--- src/inc/intc_defs.vh ---
// Register offsets, field positions, reset values and constants of the interrupt controller
`ifndef INTC_DEFS_VH
`define INTC_DEFS_VH
`define A_REQ_FLAGS 4'h0
`define A_MASK_FLAGS 4'h1
`define A_LEVEL_HIGH 4'h2
`define A_LEVEL_LOW 4'h3
`define A_RISE_EN0 4'h4
`define A_RISE_EN1 4'h5
`define A_FALL_EN0 4'h6
`define A_FALL_EN1 4'h7
`define A_REDIRECT 4'h8
`define A_KEY_MODE 4'h9
`define A_STATUS 4'hA
`define A_ACCEPTED 4'hB
`define F_IE 7
`define F_ISP_HI 2
`define F_ISP_LO 1
`define RST_MASK 16'hFFFF
`define RST_LEVEL 16'hFFFF
`define RST_PSW 8'h06
`define RST_REDIRECT 8'h00
`define KEY_SRC 12
`define TRAP_SRC 5'h1F
`define IDLE_LEVEL 2'h3
`endif

--- src/hdl/prioritized_interrupt_controller.v ---
// Prioritized maskable interrupt acceptance logic with external pin, key and trap inputs
// Functional notes
// - Accept: request 1, mask 0, IE 1, level <= service
// - Service level 00..11 admits levels 0..all
// - Request flag reads 1 while request pending
// - Mask 0 permits, 1 blocks, request kept
// - Level select 00 highest to 11 lowest
// - Edge pair: off, falling, rising, both edges
// - Bit n of edge registers controls pin n
// - Redirection bits 0, 1, 4, 5 pick alternate pin when 1
// - Key mode bit 1 enables that key input
// - All key inputs share one request flag
// - Higher priority level wins among simultaneous
// - Same level: lowest source index wins
// - Stack status word first, then program counter
// - Software trap taken even when IE is 0
// - Trap bypasses arbitration and service level
// - Trap has one single handler entry
// - No pin-driven non-maskable interrupt exists
//
// Strobed register access and the register offsets were chosen for this implementation.
`timescale 1ns/10ps
`include "intc_defs.vh"
module prioritized_interrupt_controller #(
	parameter NSRC = 16,
	parameter NPIN = 12,
	parameter NKEY = 8
) (
	input wire clk,
	input wire rstn,
	input wire [3:0] addr,
	input wire [15:0] wdata,
	input wire wr,
	input wire rd,
	input wire [15:0] rdata_dummy_unused_n,
	output reg [15:0] rdata,
	input wire [NPIN-1:0] pin_default,
	input wire [NPIN-1:0] pin_alternate,
	input wire [NKEY-1:0] key_in,
	input wire [NSRC-1:0] periph_req,
	input wire trap_req,
	input wire return_req,
	input wire [7:0] restore_psw,
	input wire stack_ack,
	output reg int_take,
	output reg [4:0] int_source,
	output reg stack_push,
	output reg stack_sel_pc,
	output reg [7:0] stacked_psw,
	output reg [7:0] psw_out
);
	// Register state
	reg [NSRC-1:0] req_reg; // Request flags
	reg [NSRC-1:0] mask_reg; // Mask flags
	reg [NSRC-1:0] lvl_hi_reg; // Level high bits
	reg [NSRC-1:0] lvl_lo_reg; // Level low bits
	reg [NPIN-1:0] rise_reg; // Rising edge enables
	reg [NPIN-1:0] fall_reg; // Falling edge enables
	reg [7:0] redir_reg; // Redirection control
	reg [NKEY-1:0] keym_reg; // Key detect enables
	reg [7:0] psw_reg; // Processor status word
	reg [4:0] last_reg; // Last accepted source
	// Pin synchronisers and previous samples
	reg [NPIN-1:0] pd_s1, pd_s2, pa_s1, pa_s2, pin_prev;
	reg [NKEY-1:0] k_s1, k_s2, k_prev;
	// Sequencer
	localparam S_IDLE = 2'd0;
	localparam S_PSW = 2'd1;
	localparam S_PC = 2'd2;
	reg [1:0] st_reg;
	// Per-pin redirection group select
	function redir_sel;
		input [3:0] n;
		input [7:0] r;
		begin
			case (n)
				4'd1, 4'd2, 4'd3, 4'd4, 4'd8, 4'd9: redir_sel = r[0];
				4'd10, 4'd11: redir_sel = r[1];
				4'd5: redir_sel = r[4];
				4'd6, 4'd7: redir_sel = r[5];
				default: redir_sel = 1'b0;
			endcase
		end
	endfunction
	// Routed pin levels and edge events
	reg [NPIN-1:0] pin_now;
	reg [NPIN-1:0] pin_evt;
	integer i;
	always @* begin
		for (i = 0; i < NPIN; i = i + 1) begin
			pin_now[i] = redir_sel(i[3:0], redir_reg) ? pa_s2[i] : pd_s2[i];
			pin_evt[i] = (rise_reg[i] & pin_now[i] & ~pin_prev[i])
				| (fall_reg[i] & ~pin_now[i] & pin_prev[i]);
		end
	end
	// Key event: any enabled falling key input
	wire key_evt = |(keym_reg & ~k_s2 & k_prev);
	// Arbitration: best level, lowest index on ties
	wire [1:0] isp = {psw_reg[`F_ISP_HI], psw_reg[`F_ISP_LO]};
	reg found;
	reg [4:0] win;
	reg [1:0] win_lvl;
	reg [1:0] l;
	always @* begin
		found = 1'b0;
		win = 5'h00;
		win_lvl = 2'h3;
		l = 2'h0;
		for (i = 0; i < NSRC; i = i + 1) begin
			l = {lvl_hi_reg[i], lvl_lo_reg[i]};
			if (req_reg[i] && !mask_reg[i] && (l <= isp)
				&& (!found || l < win_lvl)) begin
				found = 1'b1;
				win = i[4:0];
				win_lvl = l;
			end
		end
	end
	// Acceptance only from maskable sources; no pin bypasses it
	wire accept = (st_reg == S_IDLE) && psw_reg[`F_IE] && found && !trap_req;
	wire trap_go = (st_reg == S_IDLE) && trap_req;
	// Synchronisers
	always @(posedge clk or negedge rstn) begin
		if (!rstn) begin
			pd_s1 <= {NPIN{1'b0}};
			pd_s2 <= {NPIN{1'b0}};
			pa_s1 <= {NPIN{1'b0}};
			pa_s2 <= {NPIN{1'b0}};
			pin_prev <= {NPIN{1'b0}};
			k_s1 <= {NKEY{1'b1}};
			k_s2 <= {NKEY{1'b1}};
			k_prev <= {NKEY{1'b1}};
		end else begin
			pd_s1 <= pin_default;
			pd_s2 <= pd_s1;
			pa_s1 <= pin_alternate;
			pa_s2 <= pa_s1;
			pin_prev <= pin_now;
			k_s1 <= key_in;
			k_s2 <= k_s1;
			k_prev <= k_s2;
		end
	end
	// Request flags: set beats clear
	reg [NSRC-1:0] set_v;
	reg [NSRC-1:0] clr_v;
	always @* begin
		set_v = periph_req;
		set_v[NPIN-1:0] = set_v[NPIN-1:0] | pin_evt;
		set_v[`KEY_SRC] = set_v[`KEY_SRC] | key_evt;
		clr_v = {NSRC{1'b0}};
		if (wr && addr == `A_REQ_FLAGS)
			clr_v = ~wdata[NSRC-1:0];
		if (accept)
			clr_v[win[3:0]] = 1'b1;
	end
	// Register writes, flags and status word
	always @(posedge clk or negedge rstn) begin
		if (!rstn) begin
			req_reg <= {NSRC{1'b0}};
			mask_reg <= `RST_MASK;
			{lvl_hi_reg, lvl_lo_reg} <= {`RST_LEVEL, `RST_LEVEL};
			rise_reg <= {NPIN{1'b0}};
			fall_reg <= {NPIN{1'b0}};
			redir_reg <= `RST_REDIRECT;
			keym_reg <= {NKEY{1'b0}};
			psw_reg <= `RST_PSW;
			last_reg <= 5'h00;
		end else begin
			req_reg <= (req_reg & ~clr_v) | set_v;
			if (wr) begin
				case (addr)
					`A_MASK_FLAGS: mask_reg <= wdata[NSRC-1:0];
					`A_LEVEL_HIGH: lvl_hi_reg <= wdata[NSRC-1:0];
					`A_LEVEL_LOW: lvl_lo_reg <= wdata[NSRC-1:0];
					`A_RISE_EN0: rise_reg[7:0] <= wdata[7:0];
					`A_RISE_EN1: rise_reg[NPIN-1:8] <= wdata[NPIN-9:0];
					`A_FALL_EN0: fall_reg[7:0] <= wdata[7:0];
					`A_FALL_EN1: fall_reg[NPIN-1:8] <= wdata[NPIN-9:0];
					`A_REDIRECT: redir_reg <= wdata[7:0];
					`A_KEY_MODE: keym_reg <= wdata[NKEY-1:0];
					`A_STATUS: psw_reg <= wdata[7:0];
					default: ;
				endcase
			end
			if (accept) begin
				psw_reg[`F_IE] <= 1'b0;
				{psw_reg[`F_ISP_HI], psw_reg[`F_ISP_LO]} <= (win_lvl == 2'h0) ? 2'h0 : win_lvl - 2'h1;
				last_reg <= win;
			end else if (trap_go) begin
				psw_reg[`F_IE] <= 1'b0;
				last_reg <= `TRAP_SRC;
			end else if (return_req) begin
				psw_reg <= restore_psw;
			end
		end
	end
	// Stacking sequence and core outputs
	always @(posedge clk or negedge rstn) begin
		if (!rstn) begin
			st_reg <= S_IDLE;
			int_take <= 1'b0;
			int_source <= 5'h00;
			stack_push <= 1'b0;
			stack_sel_pc <= 1'b0;
			stacked_psw <= 8'h00;
		end else begin
			int_take <= 1'b0;
			case (st_reg)
				S_IDLE: begin
					if (accept || trap_go) begin
						st_reg <= S_PSW;
						int_take <= 1'b1;
						int_source <= trap_go ? `TRAP_SRC : win;
						stack_push <= 1'b1;
						stack_sel_pc <= 1'b0;
						stacked_psw <= psw_reg;
					end
				end
				S_PSW: begin
					if (stack_ack) begin
						st_reg <= S_PC;
						stack_sel_pc <= 1'b1;
					end
				end
				S_PC: begin
					if (stack_ack) begin
						st_reg <= S_IDLE;
						stack_push <= 1'b0;
						stack_sel_pc <= 1'b0;
					end
				end
				default: st_reg <= S_IDLE;
			endcase
		end
	end
	// Status word mirror
	always @(posedge clk or negedge rstn) begin
		if (!rstn)
			psw_out <= `RST_PSW;
		else
			psw_out <= psw_reg;
	end
	// Read data one cycle after the strobe
	always @(posedge clk or negedge rstn) begin
		if (!rstn) begin
			rdata <= 16'h0000;
		end else if (rd) begin
			case (addr)
				`A_REQ_FLAGS: rdata <= req_reg;
				`A_MASK_FLAGS: rdata <= mask_reg;
				`A_LEVEL_HIGH: rdata <= lvl_hi_reg;
				`A_LEVEL_LOW: rdata <= lvl_lo_reg;
				`A_RISE_EN0: rdata <= {8'h00, rise_reg[7:0]};
				`A_RISE_EN1: rdata <= {12'h000, rise_reg[NPIN-1:8]};
				`A_FALL_EN0: rdata <= {8'h00, fall_reg[7:0]};
				`A_FALL_EN1: rdata <= {12'h000, fall_reg[NPIN-1:8]};
				`A_REDIRECT: rdata <= {8'h00, redir_reg};
				`A_KEY_MODE: rdata <= {8'h00, keym_reg};
				`A_STATUS: rdata <= {8'h00, psw_reg};
				`A_ACCEPTED: rdata <= {11'h000, last_reg};
				default: rdata <= 16'h0000;
			endcase
		end else begin
			rdata <= 16'h0000;
		end
	end
endmodule // prioritized_interrupt_controller

--- config.mk ---
export PLATFORM = sky130hd
export DESIGN_NAME = prioritized_interrupt_controller
export DESIGN_NICKNAME = d
export VERILOG_FILES = /design/src/hdl/prioritized_interrupt_controller.v
export VERILOG_INCLUDE_DIRS = /design/src /design/src/inc
export SDC_FILE = /design/constraint.sdc
export NUM_CORES = 1
export LEC_CHECK = 0
export ABC_AREA = 1
export BUFFER_PORTS_ARGS = -buffer_cell sky130_fd_sc_hd__buf_2
export CAP_MARGIN = 25
export CORE_MARGIN = 5
export CORE_UTILIZATION = 50
export CTS_CLUSTER_DIAMETER = 50
export CTS_CLUSTER_SIZE = 12
export DETAILED_ROUTE_END_ITERATION = 8
export PLACE_DENSITY = 0.7
export SYNTH_ARGS = -nofsm -noshare
export SYNTH_HDL_FRONTEND = slang
export SYNTH_SLANG_ARGS = --single-unit
--- constraint.sdc ---
create_clock -name clk -period 8.45 [get_ports clk]
set_input_delay 0.4225 -clock clk [delete_from_list [all_inputs] [get_ports clk]]
set_output_delay 0.4225 -clock clk [all_outputs]
set_load 0.01 [all_outputs]
### Word level (Yosys, flattened, before mapping)

Cells that the tools add are included.

| word-level totals | value |
|---|---|
| input bits | 99 |
| flip-flop bits (word level) | 243 |

| operators by class | value |
|---|---|
| $lt $le $gt $ge | 33 |
| equality and inequality tests | 16 |
| add/sub/neg operators | 1 |
| multiplexer cells | 89 |
| bitwise operators | 94 |
| reduce and logical (&&, ||, !) cells | 124 |

Operators by type and width:

| operator | count |
|---|---|
| one-hot mux 16 bit (12 select lines) | 1 |
| two-way mux 5 bit | 15 |
| logical AND 1 bit | 53 |
| bitwise AND 1 bit | 48 |
| two-way mux 16 bit | 3 |
| two-way mux 2 bit | 23 |
| two-way mux 1 bit | 38 |
| less-or-equal comparator 2 bit | 16 |
| zero test 1 bit | 32 |
| NOT 16 bit | 2 |
| OR 16 bit | 2 |
| < comparator 2 bit | 15 |
| two-way mux 8 bit | 3 |
| NOT 1 bit | 24 |
| AND reduction 2 bit | 11 |
| bitwise AND 16 bit | 1 |
| bitwise AND 8 bit | 2 |
| equality test 4 x 3 -> 1 bit, second input constant | 4 |
| equality test 4 bit, second input constant | 4 |
| logical OR 1 bit | 16 |
| OR 1 bit | 13 |
| OR 12 bit | 1 |
| equality test 4 x 2 -> 1 bit, second input constant | 2 |
| NOT 8 bit | 1 |
| other kinds (22) | 27 |

### Longest topological paths before layout

| logic depth | value |
|---|---|
| word-level depth | 73 |
| depth in mapped cells | 103 |
| gate-level depth less buffers | 102 |

### Worst setup path after synthesis

Ideal clock, no wire load.

| path | value |
|---|---|
| kind | flip-flop to flip-flop |
| start point | reg psw_reg[2] |
| end point | reg req_reg[14] |
| clock period less this slack | 8.495 ns |
| required time | 8.333 ns |
| setup slack | -0.045 ns |
| arrival | 8.379 ns |
| buffers on the path | 1 |
| stages on the path, launching flop included | 101 |
| library setup time | 0.117 ns |
| cells stage by stage | dfstp_2 inv_1 ha_1 nand2_1 nand2_1 nand2_1 nand3_2 nand3_1 nand2_1 o21ai_1 inv_1 nand2_2 nand2_2 nand2_1 nand2_1 nor2_1 nand2_1 nand2_2 (+65 left out) nand2_1 nand2_1 nand2_2 nand2_2 nand2_1 o21a_1 inv_1 ha_1 nand2_1 nand2_1 nand2_2 nand2_4 buf_8 nand2_1 nor2_1 nand3_1 nand2_1 nand2_1 |

| between the ends | value |
|---|---|
| longest elaborated chain between the ends | 72 |

Ends and longest elaborated chain:

| what | RTL line | text |
|---|---|---|
| start: declaration | prioritized_interrupt_controller.v:61 | `reg [7:0] psw_reg;` |
| start signal: assignment | prioritized_interrupt_controller.v:167 | `` psw_reg <= `RST_PSW; `` |
| start signal: assignment | prioritized_interrupt_controller.v:182 | `` `A_STATUS: psw_reg <= wdata[7:0]; `` |
| start signal: indexed assignment | prioritized_interrupt_controller.v:188 | `` {psw_reg[`F_ISP_HI], psw_reg[`F_ISP_LO]} <= (win_lvl == 2'h0) ? 2'h0 : win_lvl - 2'h1; `` |
| less-or-equal comparator 2 bit | prioritized_interrupt_controller.v:111 | `if (req_reg[i] && !mask_reg[i] && (l <= isp)` |
| logical AND 1 bit | prioritized_interrupt_controller.v:111 |  |
| two-way mux 2 bit / two-way mux 1 bit (equally long branches) | prioritized_interrupt_controller.v:111 |  |
| < comparator 2 bit / zero test 1 bit (equally long branches) | prioritized_interrupt_controller.v:112 | `&& (!found \|\| l < win_lvl)) begin` |
| logical OR 1 bit | prioritized_interrupt_controller.v:112 |  |
| logical AND 1 bit | prioritized_interrupt_controller.v:112 |  |
| two-way mux 2 bit / two-way mux 1 bit (equally long branches) | prioritized_interrupt_controller.v:111 |  |
| < comparator 2 bit / zero test 1 bit (equally long branches) | prioritized_interrupt_controller.v:112 |  |
| (+56 left out) | - |  |
| logical AND 1 bit (implied by the code) | prioritized_interrupt_controller.v:155 | `clr_v[win[3:0]] = 1'b1;` |
| two-way mux 1 bit (implied by the code) | prioritized_interrupt_controller.v:155 |  |
| demux 1 bit (select 4 bit) | prioritized_interrupt_controller.v:155 |  |
| OR 16 bit (no line) | - |  |
| two-way mux 16 bit * | prioritized_interrupt_controller.v:154 | `if (accept)` |
| NOT 16 bit * | prioritized_interrupt_controller.v:170 | `req_reg <= (req_reg & ~clr_v) \| set_v;` |
| bitwise AND 16 bit * | prioritized_interrupt_controller.v:170 |  |
| OR 16 bit * | prioritized_interrupt_controller.v:170 |  |
| end signal: assignment | prioritized_interrupt_controller.v:160 | `req_reg <= {NSRC{1'b0}};` |
| end signal: assignment | prioritized_interrupt_controller.v:170 |  |
| end: declaration | prioritized_interrupt_controller.v:53 | `reg [NSRC-1:0] req_reg;` |

Mark *: on every way between the ends. The rest lies on a longest branch, timed or not.
A chain may end at the register's enable or synchronous reset.

### Worst setup path after layout

| path | value |
|---|---|
| start point | reg psw_reg[2] |
| end point | reg req_reg[13] |

Same word-level chain as after synthesis.

==> impl_metrics.py <==
metrics = {
    "critical_path": {
        "r2r-start": "psw_reg[2]",
        "rrSetupSlack_ns": -1.15,
        "cpMaxStageDelayCell": "dfstp_2",
        "start_kind": "register",
        "crit_start": "psw_reg[2]",
        "cpPeakStageDelay_ns": 0.56,
        "worst_path_most_repeated_cell": "nand2_2",
        "critical_path_class": "register to register",
        "rr_worst_depth": 94,
        "cp_max_fo": 4,
        "endpoint_kind": "register",
        "cp_data_required_time_ns": 8.90,
        "arrival_ns": 10.05,
        "rr_endpoint": "req_reg[13]",
    },
    "clocking": {
        "clk_path_buf_depth": 3,
        "h-tree-depth": 1,
        "clockRootBuffer": "clkbuf_16",
        "cts_made_buffers": 27,
        "clk_pin_slew_worst_paths_ns": 0.07,
        "cts_tree": "yes",
        "cts.sink_count": 241,
        "clk-insertion-delay-late_ns": 0.56,
    },
    "synth": {
        "synth_top_cells_by_count": "nand2_1, inv_1, dfrtp_1, o21ai_0, nor2_1",
        "seq_area_frac_synth_pct": 54.6,
        "syn-num-nets": 1419,
        "ys_ff_latch": 241,
        "ys_top_cells_by_area": "dfrtp_1, dfstp_2, nand2_1",
        "synth_top_area_share_pct": 36.8,
        "synth_area_sq_um": 11200,
        "async_reset_ff_share_pct": 100,
        "syn_inst": 1285,
        "yosysTopAreaCell": "dfrtp_1",
        "yosys_most_used_dff": "dfrtp_1",
        "synth_most_common_cell": "nand2_1",
        "yosysUniqueCellTypes": 49,
        "ys_warn_count": 0,
        "avgSynthCellArea_sq_um": 8.73,
        "synth_edf_count": 0,
    },
    "timing": {
        "rsz0062_at_grt": "yes",
        "slew_headroom_pct": 47.5,
        "slew_violations": 0,
        "fin_skew_ns": 0.0124,
        "min_period_ns": 9.60,
        "worst_slack_ns": -1.15,
        "worst_pin_slew_ns": 0.782,
        "holdWs_ns": 0.0514,
        "hold_viol": 0,
        "setup_viol_count_final": 26,
        "period_share_pct": 114,
        "timing.fmax_mhz": 104,
    },
    "detailed_routing": {
        "drtIter0Drc": 795,
        "wl_per_cell_um": 17.8,
        "drtAntennaViolNets": 0,
        "drt_first_pass_iters": 6,
        "vias": 10200,
        "drt-total-wl_um": 34000,
        "viasPerCell": 5.37,
        "drc": 0,
    },
    "status": {
        "outcome": "complete, but fails checks",
        "violations": "negative setup slack",
    },
    "worst_hold_path": {
        "hold_path.class": "input pin to register",
        "worst_hold_path.endpoint": "req_reg[14]",
        "worstHoldStart": "periph_req[14]",
        "min_path_cells": 3,
    },
    "cells_and_area": {
        "n_antenna_cell": 0,
        "fin_nets": 1740,
        "drive_above_1_share_pct": 32.1,
        "syn_to_final_growth_pct": 32.4,
        "post-route-cell-area_sq_um": 14900,
    },
    "placed_design": {
        "pre_cts_ws_ns": -0.691,
        "numPortBuffers": 121,
        "finalWeightedCongestion": 0.896,
        "placed_area_sq_um": 12700,
        "hpwl_um": 22200,
    },
    "grt": {
        "grt_max_degree": 106,
        "grt.overflow.total": 0,
        "grt_pass1_vias": 10100,
        "antenna_found_initial": 1,
        "grt_pass1_wl_um": 52700,
        "grt_usage_pct": 25.6,
    },
    "floorplan": {
        "pin_count": 139,
        "chipHeight_um": 160,
        "core_area_sq_um": 22000,
        "design.die.area_sq_um": 25500,
        "die_w_um": 160,
        "std_cell_rows": 54,
        "initial_core_util_pct": 51.1,
    },
    "run": {
        "maxCapViolCount": 0,
    },
}
[critical path: cells and delay by family, from the launching register on]
family,cells,cell delay (ns)
and+or+nand+nor,68,5.77
buffers and inverters,20,2.24
AOI/OAI and AO/OA,5,0.63
DFF,1,0.56
adders and majority gates,1,0.26
[cells in the final DEF, fill, tap and decap left out, types with 18 or more instances in the layout]
master	synthesis	layout
nand2_2	30	62
inv_1	170	165
nand3_1	57	46
nor2_1	100	82
dfstp_2	76	76
nand2_1	328	294
dfrtp_1	165	165
o21ai_0	129	128
buf_2	1	120
o22ai_1	31	31
clkbuf_16	0	27
ha_1	35	31
buf_4	0	158
dlygate4sd3_1	0	32
a221oi_1	26	26
o21ai_1	22	18
[worst max path at each step]
| stage | endpoint | slack [ns] | cells after the start |
|---|---|---|---|
| floorplan | req_reg[14] | -0.05 | 100 |
| global placement | req_reg[4] | -0.29 | 98 |
| detailed placement | req_reg[1] | -0.69 | 95 |
| CTS | req_reg[13] | -0.49 | 100 |
| global route | req_reg[12] | -1.95 | 99 |
| finish | req_reg[13] | -1.15 | 94 |
[cell type report]
class	instances	area, sq um
fill	1723	7100
sequential	241	6130
multi-input combinational	844	4670
timing repair buffer	318	2240
clock buffer	42	732
inverter	174	656
tap	280	350
clock inverter	8	77.6
[per-layer routing]
layer | up-vias | GRT usage, % | routed length, um
li1 | 4878 | - | -
met1 | 4848 | 31.2 | 13200
met2 | 391 | 43.9 | 16800
met3 | 116 | 5.59 | 2340
met4 | 2 | 11.5 | 1650
met5 | - | 0 | 13
[cells by family (layout without fill, tap and decap cells)]
logic type,Yosys count,count (layout),synth area share (%)
and+or+nand+nor,547,548,20.6
DFF,241,241,54.6
buffers and inverters,201,542,6.84
AOI/OAI and AO/OA,261,261,14.1
adders and majority gates,35,35,3.90
[through the flow]
step	utilization (%)	setup TNS, ns	instances
6_report	67.7	-27.94	1907
5_1_grt	67.7	-48.64	1907
4_1_cts	65.9	-12.03	1887
3_5_place_dp	58.1	-15.37	1744
3_3_place_gp	57.8	-6.01	1741
2_1_floorplan	-	-0.0911	1285
[what timing repair did]
item                                    in CTS  in global routing
buffers inserted                            60                 19
endpoints found under the setup margin      26                 26
endpoints found under the hold margin      105                  0
gates cloned                                 1                  0
pin swaps                                   23                 77
resized for setup                           33                 63
hold buffers                                32                  0
Power is not shown: default switching activity piles up to over one toggle a cycle in this logic, so the estimate is an artifact.
